$ cat src/rtl/irq_timer_ctrl_map.vh
// opcode, register-map and field constants for the interrupt/timer
// control instruction group; definitions only
`ifndef IRQ_TIMER_CTRL_MAP_VH
`define IRQ_TIMER_CTRL_MAP_VH

// 10-bit instruction codes
`define OP_IRQ_OFF        10'h004
`define OP_IRQ_ON         10'h005
`define OP_SKIP_REQ0      10'h038
`define OP_SKIP_REQ1      10'h039
`define OP_SKIP_PIN0      10'h03A
`define OP_SKIP_PIN1      10'h03B
`define OP_RD_VEC1        10'h054
`define OP_WR_VEC1        10'h03F
`define OP_RD_VEC2        10'h055
`define OP_WR_VEC2        10'h03E
`define OP_RD_EDGE1       10'h253
`define OP_WR_EDGE1       10'h217
`define OP_RD_EDGE2       10'h254
`define OP_WR_EDGE2       10'h218
`define OP_RD_SBIT        10'h255
`define OP_WR_SBIT        10'h21A
`define OP_WR_TSINGLE     10'h2AA
`define OP_RD_TCTRL1      10'h24B
`define OP_WR_TCTRL1      10'h20E
`define OP_RD_TCTRL2      10'h24C
`define OP_WR_TCTRL2      10'h20F
`define OP_RD_TCTRL3      10'h24D
`define OP_WR_TCTRL3      10'h210
`define OP_RD_TCTRL4      10'h24E
`define OP_WR_TCTRL4      10'h211

// control bit positions
`define BIT_EXT0_SKIP_DIS 0
`define BIT_EXT1_SKIP_DIS 1
`define BIT_PIN_POLARITY  2

// reset values
`define NIBBLE_RST        4'h0
`define BIT_RST           1'b0

// register word offsets on the bus (byte address = 4 * index)
`define ADR_STATUS        4'h0
`define ADR_CLEAR         4'h1
`define ADR_ENABLE        4'h2
`define ADR_CTRL          4'h3
`define ADR_IRQ_REGS      4'h4
`define ADR_TMR_REGS      4'h5

// status / control fields
`define EV_EXT0_REQ       0
`define EV_EXT1_REQ       1
`define EV_SKIP           2
`define EV_ILLEGAL        3
`define EV_WIDTH          4
`define CTRL_INTE         0
`define CTRL_REQ0         1
`define CTRL_REQ1         2

`endif

$ cat src/rtl/irq_timer_ctrl_instr.v
// execution logic for the interrupt and timer control instruction group
// of a 4-bit core, with an avalon-mm register window and one irq line.
// assumes one-cycle instruction issue from the core sequencer, inputs
// synchronous to sys_clk, and the core applying acc_wr / skip_next.
// the bus window only observes the instruction registers: software owns
// the event mask and the clear register and shares the global enable, where
// an instruction wins, so a program and a debugger never race on a control nibble.
// limitation: clk_en low stalls the bus slave too, so a request made
// while frozen waits until the clock runs again.
// also assumes acc_in stands steady while instr_valid is high.
//
// Implementation choices: the Avalon-MM register port and the register offsets.
`timescale 1ns/10ps
`include "irq_timer_ctrl_map.vh"

module irq_timer_ctrl_instr #(
   parameter AW = 4,
   parameter DW = 32
) (
   input  wire          sys_clk,
   input  wire          rstn,
   input  wire          clk_en,
   input  wire          instr_valid,
   input  wire [9:0]    instr_code,
   input  wire [3:0]    acc_in,
   input  wire          ext_irq_pin_zero,
   input  wire          ext_irq_pin_one,
   input  wire          ext_req_set_zero,
   input  wire          ext_req_set_one,
   input  wire [AW-1:0] avs_address,
   input  wire          avs_read,
   input  wire          avs_write,
   input  wire [DW-1:0] avs_writedata,
   output reg  [DW-1:0] avs_readdata,
   output reg           avs_waitrequest,
   output reg  [3:0]    acc_out,
   output reg           acc_wr,
   output reg           skip_next,
   output reg           irq_enable,
   output reg           ext_request_flag_zero,
   output reg           ext_request_flag_one,
   output reg           irq
);

   // instruction side control registers
   reg [3:0] vec_ctrl_reg_first;
   reg [3:0] vec_ctrl_reg_second;
   reg [3:0] edge_ctrl_reg_first;
   reg [3:0] edge_ctrl_reg_second;
   reg       single_bit_irq_ctrl_reg;
   reg       timer_single_ctrl_reg;
   reg [3:0] timer_ctrl_reg_one;
   reg [3:0] timer_ctrl_reg_two;
   reg [3:0] timer_ctrl_reg_three;
   reg [3:0] timer_ctrl_reg_four;

   // interrupt bookkeeping
   reg [`EV_WIDTH-1:0] irq_status;
   reg [`EV_WIDTH-1:0] irq_mask;
   reg [`EV_WIDTH-1:0] events;
   reg [`CTRL_REQ1:0]  ctrl_word;

   // decoded results of the current instruction
   reg       next_acc_wr;
   reg [3:0] next_acc;
   reg       next_skip;
   reg       next_inte_set;
   reg       next_inte_clr;
   reg       next_clr_req0;
   reg       next_clr_req1;
   reg       next_illegal;
   reg [3:0] next_wsel;

   // qualified strobes of the instruction port and the bus
   wire      exec;
   wire      bus_req;
   wire      bus_ack;
   wire      bus_wr;
   wire [`EV_WIDTH-1:0] clr_bits;

   wire ext_zero_skip_disable = vec_ctrl_reg_first[`BIT_EXT0_SKIP_DIS];
   wire ext_one_skip_disable  = vec_ctrl_reg_first[`BIT_EXT1_SKIP_DIS];
   wire pin_zero_polarity_sel = edge_ctrl_reg_first[`BIT_PIN_POLARITY];
   wire pin_one_polarity_sel  = edge_ctrl_reg_second[`BIT_PIN_POLARITY];

   // write-target codes for next_wsel; W_NONE leaves every register
   // alone, so an undefined code can never corrupt a control nibble
   localparam [3:0] W_NONE  = 4'h0;
   localparam [3:0] W_VEC1  = 4'h1;
   localparam [3:0] W_VEC2  = 4'h2;
   localparam [3:0] W_EDGE1 = 4'h3;
   localparam [3:0] W_EDGE2 = 4'h4;
   localparam [3:0] W_SBIT  = 4'h5;
   localparam [3:0] W_TSGL  = 4'h6;
   localparam [3:0] W_T1    = 4'h7;
   localparam [3:0] W_T2    = 4'h8;
   localparam [3:0] W_T3    = 4'h9;
   localparam [3:0] W_T4    = 4'hA;

   // level test shared by both pin skips
   // polarity high skips on a high pin, low on a low pin
   function pin_skip;
      input level;
      input polarity;
      begin
         pin_skip = polarity ? level : ~level;
      end
   endfunction

   // widen a 24-bit group of fields onto the bus word
   function [DW-1:0] zext;
      input [23:0] v;
      begin
         zext = {{(DW-24){1'b0}}, v};
      end
   endfunction

   // an instruction or a bus beat counts only on an enabled edge
   assign exec    = clk_en & instr_valid;
   assign bus_req = avs_read | avs_write;
   assign bus_ack = clk_en & bus_req & ~avs_waitrequest;
   assign bus_wr  = bus_ack & avs_write;

   // instruction decode: each instruction is one word, one cycle, and
   // none of them touches the carry flag (there is no carry port here)
   always @* begin
      next_acc_wr   = 1'b0;
      next_acc      = acc_in;
      next_skip     = 1'b0;
      next_inte_set = 1'b0;
      next_inte_clr = 1'b0;
      next_clr_req0 = 1'b0;
      next_clr_req1 = 1'b0;
      next_illegal  = 1'b0;
      next_wsel     = W_NONE;
      case (instr_code)
         `OP_IRQ_OFF:   next_inte_clr = 1'b1;
         `OP_IRQ_ON:    next_inte_set = 1'b1;
         `OP_SKIP_REQ0: begin
            // disabled test is a plain nop, flag left alone
            if (!ext_zero_skip_disable && ext_request_flag_zero) begin
               next_skip     = 1'b1;
               next_clr_req0 = 1'b1;
            end
         end
         `OP_SKIP_REQ1: begin
            if (!ext_one_skip_disable && ext_request_flag_one) begin
               next_skip     = 1'b1;
               next_clr_req1 = 1'b1;
            end
         end
         `OP_SKIP_PIN0:
            next_skip = pin_skip(ext_irq_pin_zero, pin_zero_polarity_sel);
         `OP_SKIP_PIN1:
            next_skip = pin_skip(ext_irq_pin_one, pin_one_polarity_sel);
         `OP_RD_VEC1: begin
            next_acc_wr = 1'b1;
            next_acc    = vec_ctrl_reg_first;
         end
         `OP_RD_VEC2: begin
            next_acc_wr = 1'b1;
            next_acc    = vec_ctrl_reg_second;
         end
         `OP_WR_VEC1:   next_wsel = W_VEC1;
         `OP_WR_VEC2:   next_wsel = W_VEC2;
         `OP_RD_EDGE1: begin
            next_acc_wr = 1'b1;
            next_acc    = edge_ctrl_reg_first;
         end
         `OP_RD_EDGE2: begin
            next_acc_wr = 1'b1;
            next_acc    = edge_ctrl_reg_second;
         end
         `OP_WR_EDGE1:  next_wsel = W_EDGE1;
         `OP_WR_EDGE2:  next_wsel = W_EDGE2;
         // only bit zero is stored; the upper accumulator bits read low
         `OP_RD_SBIT: begin
            next_acc_wr = 1'b1;
            next_acc    = {3'h0, single_bit_irq_ctrl_reg};
         end
         `OP_WR_SBIT:   next_wsel = W_SBIT;
         // no read opcode exists for the timer single-bit register
         `OP_WR_TSINGLE: next_wsel = W_TSGL;
         `OP_RD_TCTRL1: begin
            next_acc_wr = 1'b1;
            next_acc    = timer_ctrl_reg_one;
         end
         `OP_RD_TCTRL2: begin
            next_acc_wr = 1'b1;
            next_acc    = timer_ctrl_reg_two;
         end
         `OP_RD_TCTRL3: begin
            next_acc_wr = 1'b1;
            next_acc    = timer_ctrl_reg_three;
         end
         `OP_RD_TCTRL4: begin
            next_acc_wr = 1'b1;
            next_acc    = timer_ctrl_reg_four;
         end
         `OP_WR_TCTRL1: next_wsel = W_T1;
         `OP_WR_TCTRL2: next_wsel = W_T2;
         `OP_WR_TCTRL3: next_wsel = W_T3;
         `OP_WR_TCTRL4: next_wsel = W_T4;
         default:       next_illegal = 1'b1;
      endcase
   end

   // accumulator and skip handshake back to the core, one cycle each
   // acc_out holds between loads, so a late core sample still sees it
   always @(posedge sys_clk or negedge rstn) begin
      if (!rstn) begin
         acc_out   <= `NIBBLE_RST;
         acc_wr    <= 1'b0;
         skip_next <= 1'b0;
      end else if (clk_en) begin
         acc_wr    <= instr_valid & next_acc_wr;
         skip_next <= instr_valid & next_skip;
         if (instr_valid & next_acc_wr)
            acc_out <= next_acc;
      end
   end

   // control registers: whole-nibble replacement from the accumulator, bit zero only for the two single-bit registers
   always @(posedge sys_clk or negedge rstn) begin
      if (!rstn) begin
         vec_ctrl_reg_first      <= `NIBBLE_RST;
         vec_ctrl_reg_second     <= `NIBBLE_RST;
         edge_ctrl_reg_first     <= `NIBBLE_RST;
         edge_ctrl_reg_second    <= `NIBBLE_RST;
         single_bit_irq_ctrl_reg <= `BIT_RST;
         timer_single_ctrl_reg   <= `BIT_RST;
         timer_ctrl_reg_one      <= `NIBBLE_RST;
         timer_ctrl_reg_two      <= `NIBBLE_RST;
         timer_ctrl_reg_three    <= `NIBBLE_RST;
         timer_ctrl_reg_four     <= `NIBBLE_RST;
      end else if (exec) begin
         // lands on the execute edge, so a read one cycle later sees it
         case (next_wsel)
            W_VEC1:  vec_ctrl_reg_first      <= acc_in;
            W_VEC2:  vec_ctrl_reg_second     <= acc_in;
            W_EDGE1: edge_ctrl_reg_first     <= acc_in;
            W_EDGE2: edge_ctrl_reg_second    <= acc_in;
            W_SBIT:  single_bit_irq_ctrl_reg <= acc_in[0];
            W_TSGL:  timer_single_ctrl_reg   <= acc_in[0];
            W_T1:    timer_ctrl_reg_one      <= acc_in;
            W_T2:    timer_ctrl_reg_two      <= acc_in;
            W_T3:    timer_ctrl_reg_three    <= acc_in;
            W_T4:    timer_ctrl_reg_four     <= acc_in;
            default: ;
         endcase
      end
   end

   // global enable: an instruction in the same cycle beats a bus write,
   // since the program is the owner of this flag
   always @(posedge sys_clk or negedge rstn) begin
      if (!rstn)
         irq_enable <= 1'b0;
      else if (exec && next_inte_clr)
         irq_enable <= 1'b0;
      else if (exec && next_inte_set)
         irq_enable <= 1'b1;
      else if (bus_wr && avs_address == `ADR_CTRL)
         irq_enable <= avs_writedata[`CTRL_INTE];
   end

   // request flags: a new request in the clearing cycle survives
   // the pins' edge detection sits outside; set inputs are pulses
   always @(posedge sys_clk or negedge rstn) begin
      if (!rstn) begin
         ext_request_flag_zero <= 1'b0;
         ext_request_flag_one  <= 1'b0;
      end else if (clk_en) begin
         if (ext_req_set_zero)
            ext_request_flag_zero <= 1'b1;
         else if (instr_valid && next_clr_req0)
            ext_request_flag_zero <= 1'b0;
         if (ext_req_set_one)
            ext_request_flag_one <= 1'b1;
         else if (instr_valid && next_clr_req1)
            ext_request_flag_one <= 1'b0;
      end
   end

   // events placed by field, so the layout is set only in the map header
   always @* begin
      events               = {`EV_WIDTH{1'b0}};
      events[`EV_EXT0_REQ] = ext_req_set_zero;
      events[`EV_EXT1_REQ] = ext_req_set_one;
      events[`EV_SKIP]     = exec & next_skip;
      events[`EV_ILLEGAL]  = exec & next_illegal;
   end

   // sticky status; an event beats a clear in the same cycle
   assign clr_bits = (bus_wr && avs_address == `ADR_CLEAR) ?
                     avs_writedata[`EV_WIDTH-1:0] : {`EV_WIDTH{1'b0}};

   always @(posedge sys_clk or negedge rstn) begin
      if (!rstn) begin
         irq_status <= {`EV_WIDTH{1'b0}};
         irq_mask   <= {`EV_WIDTH{1'b0}};
         irq        <= 1'b0;
      end else if (clk_en) begin
         irq_status <= (irq_status & ~clr_bits) | events;
         // mask writes land on the acknowledge edge, like every bus write
         if (bus_wr && avs_address == `ADR_ENABLE)
            irq_mask <= avs_writedata[`EV_WIDTH-1:0];
         // one cycle behind the status bits, to keep irq a flop output
         irq <= |(irq_status & irq_mask);
      end
   end

   // control word for the bus, placed by field like the status bits
   always @* begin
      ctrl_word             = 3'h0;
      ctrl_word[`CTRL_INTE] = irq_enable;
      ctrl_word[`CTRL_REQ0] = ext_request_flag_zero;
      ctrl_word[`CTRL_REQ1] = ext_request_flag_one;
   end

   // avalon slave: every access waits exactly one cycle, then completes;
   // the fixed wait lets the read mux be a register with no bypass path
   always @(posedge sys_clk or negedge rstn) begin
      if (!rstn)
         avs_waitrequest <= 1'b1;
      else if (clk_en) begin
         if (!avs_waitrequest)
            avs_waitrequest <= 1'b1;
         else if (bus_req)
            avs_waitrequest <= 1'b0;
      end
   end

   // read data captured in the wait cycle, held until the next read
   always @(posedge sys_clk or negedge rstn) begin
      if (!rstn)
         avs_readdata <= {DW{1'b0}};
      else if (clk_en && avs_waitrequest && avs_read) begin
         case (avs_address)
            `ADR_STATUS:   avs_readdata <= zext({20'h0, irq_status});
            `ADR_ENABLE:   avs_readdata <= zext({20'h0, irq_mask});
            `ADR_CTRL:     avs_readdata <= zext({21'h0, ctrl_word});
            `ADR_IRQ_REGS: avs_readdata <= zext({7'h0,
                              single_bit_irq_ctrl_reg,
                              edge_ctrl_reg_second, edge_ctrl_reg_first,
                              vec_ctrl_reg_second, vec_ctrl_reg_first});
            `ADR_TMR_REGS: avs_readdata <= zext({7'h0,
                              timer_single_ctrl_reg,
                              timer_ctrl_reg_four, timer_ctrl_reg_three,
                              timer_ctrl_reg_two, timer_ctrl_reg_one});
            default:       avs_readdata <= {DW{1'b0}};
         endcase
      end
   end

endmodule

$ cat config.mk
export PLATFORM = sky130hd
export DESIGN_NAME = irq_timer_ctrl_instr
export DESIGN_NICKNAME = d
export VERILOG_FILES = /design/src/rtl/irq_timer_ctrl_instr.v
export VERILOG_INCLUDE_DIRS = /design/src /design/src/rtl
export SDC_FILE = /design/constraint.sdc
export NUM_CORES = 1
export LEC_CHECK = 0
export BUFFER_PORTS_ARGS = -buffer_cell sky130_fd_sc_hd__buf_2
export CORE_ASPECT_RATIO = 1.1
export CORE_MARGIN = 8
export CORE_UTILIZATION = 50
export CTS_CLUSTER_DIAMETER = 150
export DETAILED_ROUTE_END_ITERATION = 6
export PLACE_DENSITY = 0.76
export SETUP_SLACK_MARGIN = 0.5
export SYNTH_ARGS = -nofsm -noshare
export SYNTH_HDL_FRONTEND = slang
export SYNTH_SLANG_ARGS = --single-unit
$ cat constraint.sdc
create_clock -name sys_clk -period 2.2 [get_ports sys_clk]
set_input_delay 0.33 -clock sys_clk [delete_from_list [all_inputs] [get_ports sys_clk]]
set_output_delay 0.33 -clock sys_clk [all_outputs]
set_load 0.02 [all_outputs]
======== After elaboration in Yosys (flattened, before gate mapping) ========
Cells that the tools add are included.
word-level totals
  register bits after elaboration ......... 85
  bits of input ports ..................... 60
  output and inout bits ................... 43
  word-level logic and storage cells ...... 135
cells by class
  equal/unequal tests ..................... 40
  mux-type cells .......................... 24
  bitwise logic cells ..................... 16
  reduce and logical (&&, ||, !) cells .... 34
operator list
  operator              number
  $eq 10x10->1 const B  15
  $pmux 17 s5           1
  $eq 10x6->1 const B   6
  $pmux 4 s10           1
  $pmux 4 s9            1
  $reduce_and 2->1      14
  $reduce_or 25->1      1
  $eq 4x3->1 const B    6
  $eq 10x3->1 const B   2
  $eq 10x7->1 const B   2
  $mux 1                19
  $eq 4x2->1 const B    4
  $eq 4x4->1 const B    3
  $logic_and 1x1->1     11
  $reduce_or 9->1       1
  $and 1x1->1           8
  $and 4x4->4           2
  $eq 4x1->1 const B    2
  $logic_not 4->1       1
  $mux 4                1
  $not 4->4             1
  $or 4x4->4            1
  $pmux 1 s4            1
  $reduce_bool 2->1     2
  other kinds (5)       8

======== Logic depth before layout (Yosys ltp) ========
Gate-level depths: netlist of run 1.
  depth in word-level cells ............... 9
  depth in mapped cells ................... 8
  gate-level depth less buffers ........... 6

======== Worst setup path after synthesis of run 1 ========
No wires, ideal clock.
  path type ............................... input-to-reg
  from .................................... in instr_code[7]
  to ...................................... reg acc_out[0]
  arrival time ............................ 2006 ps
  path slack .............................. 67 ps
  cell stages on the path ................. 7
  path through ............................ or4b_1 buf_2 o32ai_1 a2bb2oi_1 o32ai_1 and2b_2 mux2_1
between the ends
  longest elaborated chain between the ends .. 5
  elaborated cells on any way between the ends .. 14
RTL lines
  item                                                RTL line                    text
  start: declaration                                  irq_timer_ctrl_instr.v:24   input wire [9:0] instr_code,
  $eq 10x10->1 / $eq 10x7->1 (equally long branches)  irq_timer_ctrl_instr.v:136  case (instr_code)
  $reduce_or 9->1 (no source line)                    n/a
  $mux 1                                              irq_timer_ctrl_instr.v:136
  $and 1x1->1                                         irq_timer_ctrl_instr.v:218  if (instr_valid & next_acc_wr)
  $reduce_and 2->1 (no source line)                   n/a
  end signal: assignment                              irq_timer_ctrl_instr.v:212  acc_out <= `NIBBLE_RST;
  end signal: assignment                              irq_timer_ctrl_instr.v:219  acc_out <= next_acc;
  end: declaration                                    irq_timer_ctrl_instr.v:36   output reg [3:0] acc_out,
Several ways; a longest one is shown, not always the timed one.
A chain may end at the register's enable or synchronous reset.

======== Worst setup path after layout of run 1 ========
  from .................................... in instr_code[7]
  to ...................................... reg timer_ctrl_reg_four[1]
between the ends
  longest elaborated chain between the ends .. 4
  elaborated cells on any way between the ends .. 13
RTL lines
  item                                                RTL line                    text
  $eq 10x10->1 / $eq 10x6->1 (equally long branches)  irq_timer_ctrl_instr.v:136
  $pmux 4 s10 (*)                                     irq_timer_ctrl_instr.v:136
  $eq 4x4->1 (*)                                      irq_timer_ctrl_instr.v:238  case (next_wsel)
  $reduce_and 2->1 (no source line) (*)               n/a
  end signal: assignment                              irq_timer_ctrl_instr.v:235  timer_ctrl_reg_four <= `NIBBLE_RST;
  end signal: assignment                              irq_timer_ctrl_instr.v:248  W_T4: timer_ctrl_reg_four <= acc_in;
  end: declaration                                    irq_timer_ctrl_instr.v:55   reg [3:0] timer_ctrl_reg_four;
Every way passes the cells marked *; elsewhere a longest branch is shown, timed or not.

==> results of run 1 <==
where the power goes:
group / switching (uW) / internal [uW]
clock network: 552 / 537
logic: 241 / 182
registers: 32.2 / 1320
logic make-up after synthesis:
logic type / after synthesis / share of synthesized area, %
AOI/OAI and AO/OA: 87 / 15.6
xor gates and xnor gates: 3 / 0.673
buffers and inverters: 38 / 5.45
DFF: 70 / 44.9
muxes: 52 / 15.3
other: 1 / 0.0961
and+or+nand+nor: 127 / 18.0
worst max-delay path, stage by stage:
cell and delay, ps:
buf_8 100, or4b_4 620, nor3_4 220, a211oi_4 100, buf_6 140, nor3b_4 190
buf_6 150, mux2_4 300
worst paths after layout:
path	end	slack, ps	cells past startpoint
worst max-delay path	timer_ctrl_reg_four[1]	290	8
worst min-delay path	irq_status[0]	190	3
worst max register to register	acc_out[0]	590	6
worst min register to register	avs_readdata[11]	470	2
max in group asynchronous	acc_out[0]	1130	3
min in group asynchronous	irq_status[0]	520	2
per-stage QoR:
step                      instance area, um2  std cells  total power, uW  setup WS [ps]  util (%)
after floorplan                         4160        392             1600            142         -
after global placement                  4770        573             1740           -114      61.6
after detailed placement                4770        573             1760           -197      61.6
after CTS                               5120        596             2840            309      66.2
after global routing                    5290        605             2960            239      68.4
final                                   5290        605             2870            285      68.4
synthesized netlist by cell type (5+ instances only):
cell,instances,area [um2]
buf_2,5,25.0
mux2i_1,7,70.1
a22oi_1,23,173
a31oi_1,5,31.3
or4b_1,5,50.1
nand2b_1,8,50.1
clkbuf_1,9,33.8
mux2_4,5,75.1
nand3_1,5,25.0
nand2_1,46,173
mux2_2,29,327
inv_1,5,18.8
nor2_1,21,78.8
buf_4,15,113
dfrtp_1,69,1730
nor3_1,6,30.0
o21ai_0,22,110
a21oi_1,5,25.0
mux2_1,11,124
cell type report:
type | count | area share [%]
clock buffers | 9 | 2.34
clock inverters | 7 | 1.51
inverters | 5 | 0.355
multi-input cells | 284 | 43.0
flip-flops and latches | 70 | 33.1
well taps | 108 | 2.55
repair buffers | 122 | 17.1
repair_timing:
item,4_1_cts,5_1_grt
endpoints found under the setup margin,40,40
hold buffers,1,0
setup buffers,6,9
hold endpoints to repair,21,0
pin swaps,5,9
resized for setup,23,28
metal layers:
| layer | up-vias | global-route usage, % | share of wire [%] |
|---|---|---|---|
| met5 | - | 0 | 0 |
| met4 | 0 | 10.9 | 3.4 |
| met3 | 30 | 3.77 | 6.0 |
| met2 | 148 | 34.7 | 51 |
| met1 | 1735 | 24.1 | 40 |
| li1 | 1598 | - | - |
==> impl_metrics.tcl, run 1 <==
set metrics [dict create \
    seq_area_frac_synth_pct 44.9 \
    clock_skew_ps 8.55 \
    vias 3511 \
    chipWidth_um 100 \
    drtIter0Drc 239 \
    final_common_cell "dfrtp_1" \
    ys_ff_latch 70 \
    slew_viol_final 0 \
    clockBufferDepth 2 \
    fillCellCount 601 \
    max-vdd-ir-drop_uv 263 \
    path_class "input port to register" \
    status "finished clean" \
    coreArea_um2 7740 \
    syn_avg_cell_area_um2 10.3 \
    worstMarginPinSlew_ps 594 \
    max-slew-margin-rel_pct 60.4 \
    wirelength_um 11100 \
    r2r-start "vec_ctrl_reg_first[0]" \
    clk_latency_ps 350 \
    wire_per_inst_um 18.4 \
    yosys_warnings 0 \
    cts_root_buf "clkbuf_8" \
    drt_first_pass_iters 5 \
    timing.final.setup_violations 0 \
    multi_input_area_um2 2270 \
    finalHoldWorstSlack_ps 186 \
    critPathMaxFanout 6 \
    hold_start "ext_req_set_zero" \
    grt_max_degree 26 \
    final_hold_viol_count 0 \
    dp_hpwl_um 8160 \
    top_register "avs_readdata" \
    io_buffers 59 \
    cp.required_ps 2440 \
    grt_pass1_vias 3550 \
    syn_area_um2 3900 \
    leakage_uw 0.00250 \
    dieArea_um2 10900 \
    drc 0 \
    cts.htree.levels 3 \
    die_y_um 109 \
    p_per_area_nw_per_um2 542 \
    grt_usage_pct 20.4 \
    num_antenna_cells 0 \
    antenna_found_initial 0 \
    nets 552 \
    register_area_um2 1750 \
    cts_tree "done" \
    synthToLayoutAreaGrowth_pct 35.6 \
    hold_path_class "input port to register" \
    cts_buffers 9 \
    grt_pass1_wl_um 17600 \
    clk_pin_slew_ps 80 \
    async_flop_share_pct 100 \
    ys.flop_type "dfrtp_1" \
    largest_reg_flops 17 \
    end_kind "register" \
    drive_gt1_share_pct 44.3 \
    initial_utilization_pct 50.4 \
    cp.arrival_ps 2150 \
    rows 34 \
    io_pins 103 \
    drv_cap 0 \
    layout_common_cells "dfrtp_1, buf_2, buf_4" \
    via_per_inst 5.80 \
    fin_setup_tns_ps 0 \
    ant_nets 0 \
    rsz0062_at_grt "yes" \
    gp_congestion 0.868 \
    overflow 0 \
    cp-startpoint "instr_code[7]" \
    synth_edf_count 0 \
    finalCriticalPeriod_ps 1910 \
    yosysUniqueCellTypes 61 \
    postSynthCellCount 378 \
    crit_path_start_kind "input port" \
    clock-sinks 70 \
    max_freq_mhz 522 \
    post-route-period-util_pct 87.0 \
]
No activity file was read; power rests on OpenSTA's default activity.
==> inputs of run 2 (changes only) <==
--- a/config.mk
+++ b/config.mk
@@ -7,12 +7,15 @@
 export NUM_CORES = 1
 export LEC_CHECK = 0
 export BUFFER_PORTS_ARGS = -buffer_cell sky130_fd_sc_hd__buf_2
+export CAP_MARGIN = 0
+export CELL_PAD_IN_SITES_DETAIL_PLACEMENT = 0
+export CELL_PAD_IN_SITES_GLOBAL_PLACEMENT = 2
 export CORE_ASPECT_RATIO = 1.1
 export CORE_MARGIN = 8
-export CORE_UTILIZATION = 50
+export CORE_UTILIZATION = 35
 export CTS_CLUSTER_DIAMETER = 150
 export DETAILED_ROUTE_END_ITERATION = 6
-export PLACE_DENSITY = 0.76
+export PLACE_DENSITY_LB_ADDON = 0.1
 export SETUP_SLACK_MARGIN = 0.5
 export SYNTH_ARGS = -nofsm -noshare
 export SYNTH_HDL_FRONTEND = slang
==> run 2 against run 1 <==
Compared with the run above: register-to-register slack gained 40 ps; via count fell by 5.4%; largest cell class unchanged; routed wire length increased by 4.8%; utilization down 19 points; count of clock-buffer cells in the layout grew 4; combinational power fell by 2%; power grew 13%; critical endpoint is now acc_out[3]; clock power increased by 35%; worst setup slack worse by 24 ps; highest routed layer unchanged; largest power group is now the clock network.
==> impl_metrics.tcl, run 2 (synthesis gave the netlist of run 1 again) <==
set metrics [dict create \
    status "finished clean" \
    hold_path_class "input port to register" \
    fin_setup_tns_ps 0 \
    synthToLayoutAreaGrowth_pct 39.3 \
    wire_per_inst_um 18.1 \
    die_y_um 127 \
    vias 3320 \
    max_freq_mhz 516 \
    cts_tree "done" \
    antenna_found_initial 0 \
    wirelength_um 11700 \
    dp_slack_ps -178 \
    slew_viol_final 0 \
    grt_most_used_layer "met2" \
    end_kind "register" \
    post-route-period-util_pct 88.1 \
    num_antenna_cells 0 \
    clock_skew_ps 5.56 \
    max-vdd-ir-drop_uv 303 \
    grtUsageMet1_pct 21.3 \
    layout_common_cells "dfrtp_1, buf_2, buf_4" \
    critPathMaxFanout 6 \
    gp_congestion 0.824 \
    max-slew-margin-rel_pct 66.0 \
    largest_reg_flops 17 \
    timing.final.setup_violations 0 \
    clk_latency_ps 330 \
    grt_max_degree 51 \
    nets 552 \
    final_hold_viol_count 0 \
    cp.arrival_ps 2150 \
    grt_pass1_vias 3487 \
    dp_hpwl_um 9000 \
    place_inst 612 \
    coreArea_um2 10900 \
    clock-sinks 70 \
    rows 40 \
    fin_ws_ps 262 \
    drive_gt1_share_pct 44.7 \
    grt_use_met2_pct 26.4 \
    initial_utilization_pct 35.8 \
    cts_root_buf "clkbuf_16" \
    clockBufferDepth 2 \
    worstMarginPinSlew_ps 510 \
    grt_pass1_wl_um 18700 \
    top_register "avs_readdata" \
    grt_usage_pct 16.3 \
    grtUsageMet3_pct 2.80 \
    finalNonFillerCells 644 \
    finalCriticalPeriod_ps 1940 \
    chipWidth_um 117 \
    p_per_area_nw_per_um2 596 \
    cts.htree.levels 3 \
    io_buffers 59 \
    rsz0062_at_grt "yes" \
    place_area_um2 4810 \
    drt_first_pass_iters 4 \
    path_class "input port to register" \
    leakage_uw 0.00254 \
    cts_buffers 9 \
    crit_path_start_kind "input port" \
    dieArea_um2 14800 \
    final_util_pct 49.8 \
    clk_pin_slew_ps 60 \
    design_area_um2 5440 \
    ant_nets 0 \
    via_per_inst 5.16 \
    drv_cap 0 \
    overflow 0 \
    io_pins 103 \
    drc 0 \
    cp.required_ps 2410 \
    final_common_cell "dfrtp_1" \
    r2r_slack_ps 630 \
    drtIter0Drc 138 \
]
-- run 2: cell types whose count changed in the layout (fill, tap and decap cells not counted), moves of 2 or more --
| cell | previous run | this run |
|---|---|---|
| nand2_2 | 1 | 3 |
| mux2_2 | 17 | 20 |
| buf_4 | 49 | 45 |
| clkbuf_1 | 0 | 2 |
| mux2_4 | 26 | 24 |
| buf_6 | 15 | 21 |
| inv_6 | 3 | 0 |
| clkbuf_16 | 0 | 9 |
| clkbuf_8 | 9 | 2 |
-- run 2: report_power, final --
| part | internal [uW] | switching (uW) |
|---|---|---|
| clock network | 938 | 528 |
| logic | 175 | 237 |
| registers | 1330 | 32.4 |
-- run 2: path summary, 6_finish.rpt --
path	cells after the start	start	end
worst min-delay path	3	ext_req_set_one	irq_status[1]
worst max register to register	6	vec_ctrl_reg_first[0]	acc_out[0]
worst min register to register	2	avs_readdata[8]	avs_readdata[8]
min in group asynchronous	2	rstn	irq
worst max-delay path	7	instr_code[4]	acc_out[3]
max in group asynchronous	3	rstn	timer_ctrl_reg_two[1]
-- run 2: through the flow --
step                      hold WS (ps)  power (uW)
final                              225        3240
after global routing               223        3370
after CTS                          216        3260
after detailed placement           330        1760
after global placement             334        1750
after floorplan                   34.4        1600
-- run 2: per-layer routing --
layer	part of all wire, %	up-vias
li1	-	1602
met1	45	1630
met2	49	76
met3	3.6	12
met4	1.6	0
met5	0	-
-- run 2: worst max-delay path, stage by stage --
cell and delay [ps]:
buf_8 100, or4b_4 570, o32ai_4 230, a2bb2oi_2 80, o32ai_2 190, and2b_2 320
mux2_4 320
-- run 2: final cells by class --
type,instances,area [um2]
sequential,70,1750
clock inverter,3,42.5
multi-input combinational,284,2270
tap,147,184
fill,1086,5480
inverter,5,18.8
clock buffer,13,260
timing repair buffer,122,908
-- run 2: timing repair --
action	in CTS	in global routing
pin swaps	16	8
endpoints found under the hold margin	19	0
hold buffers	1	0
gates resized for setup	39	12
setup endpoints to repair	40	41
setup buffers	15	0
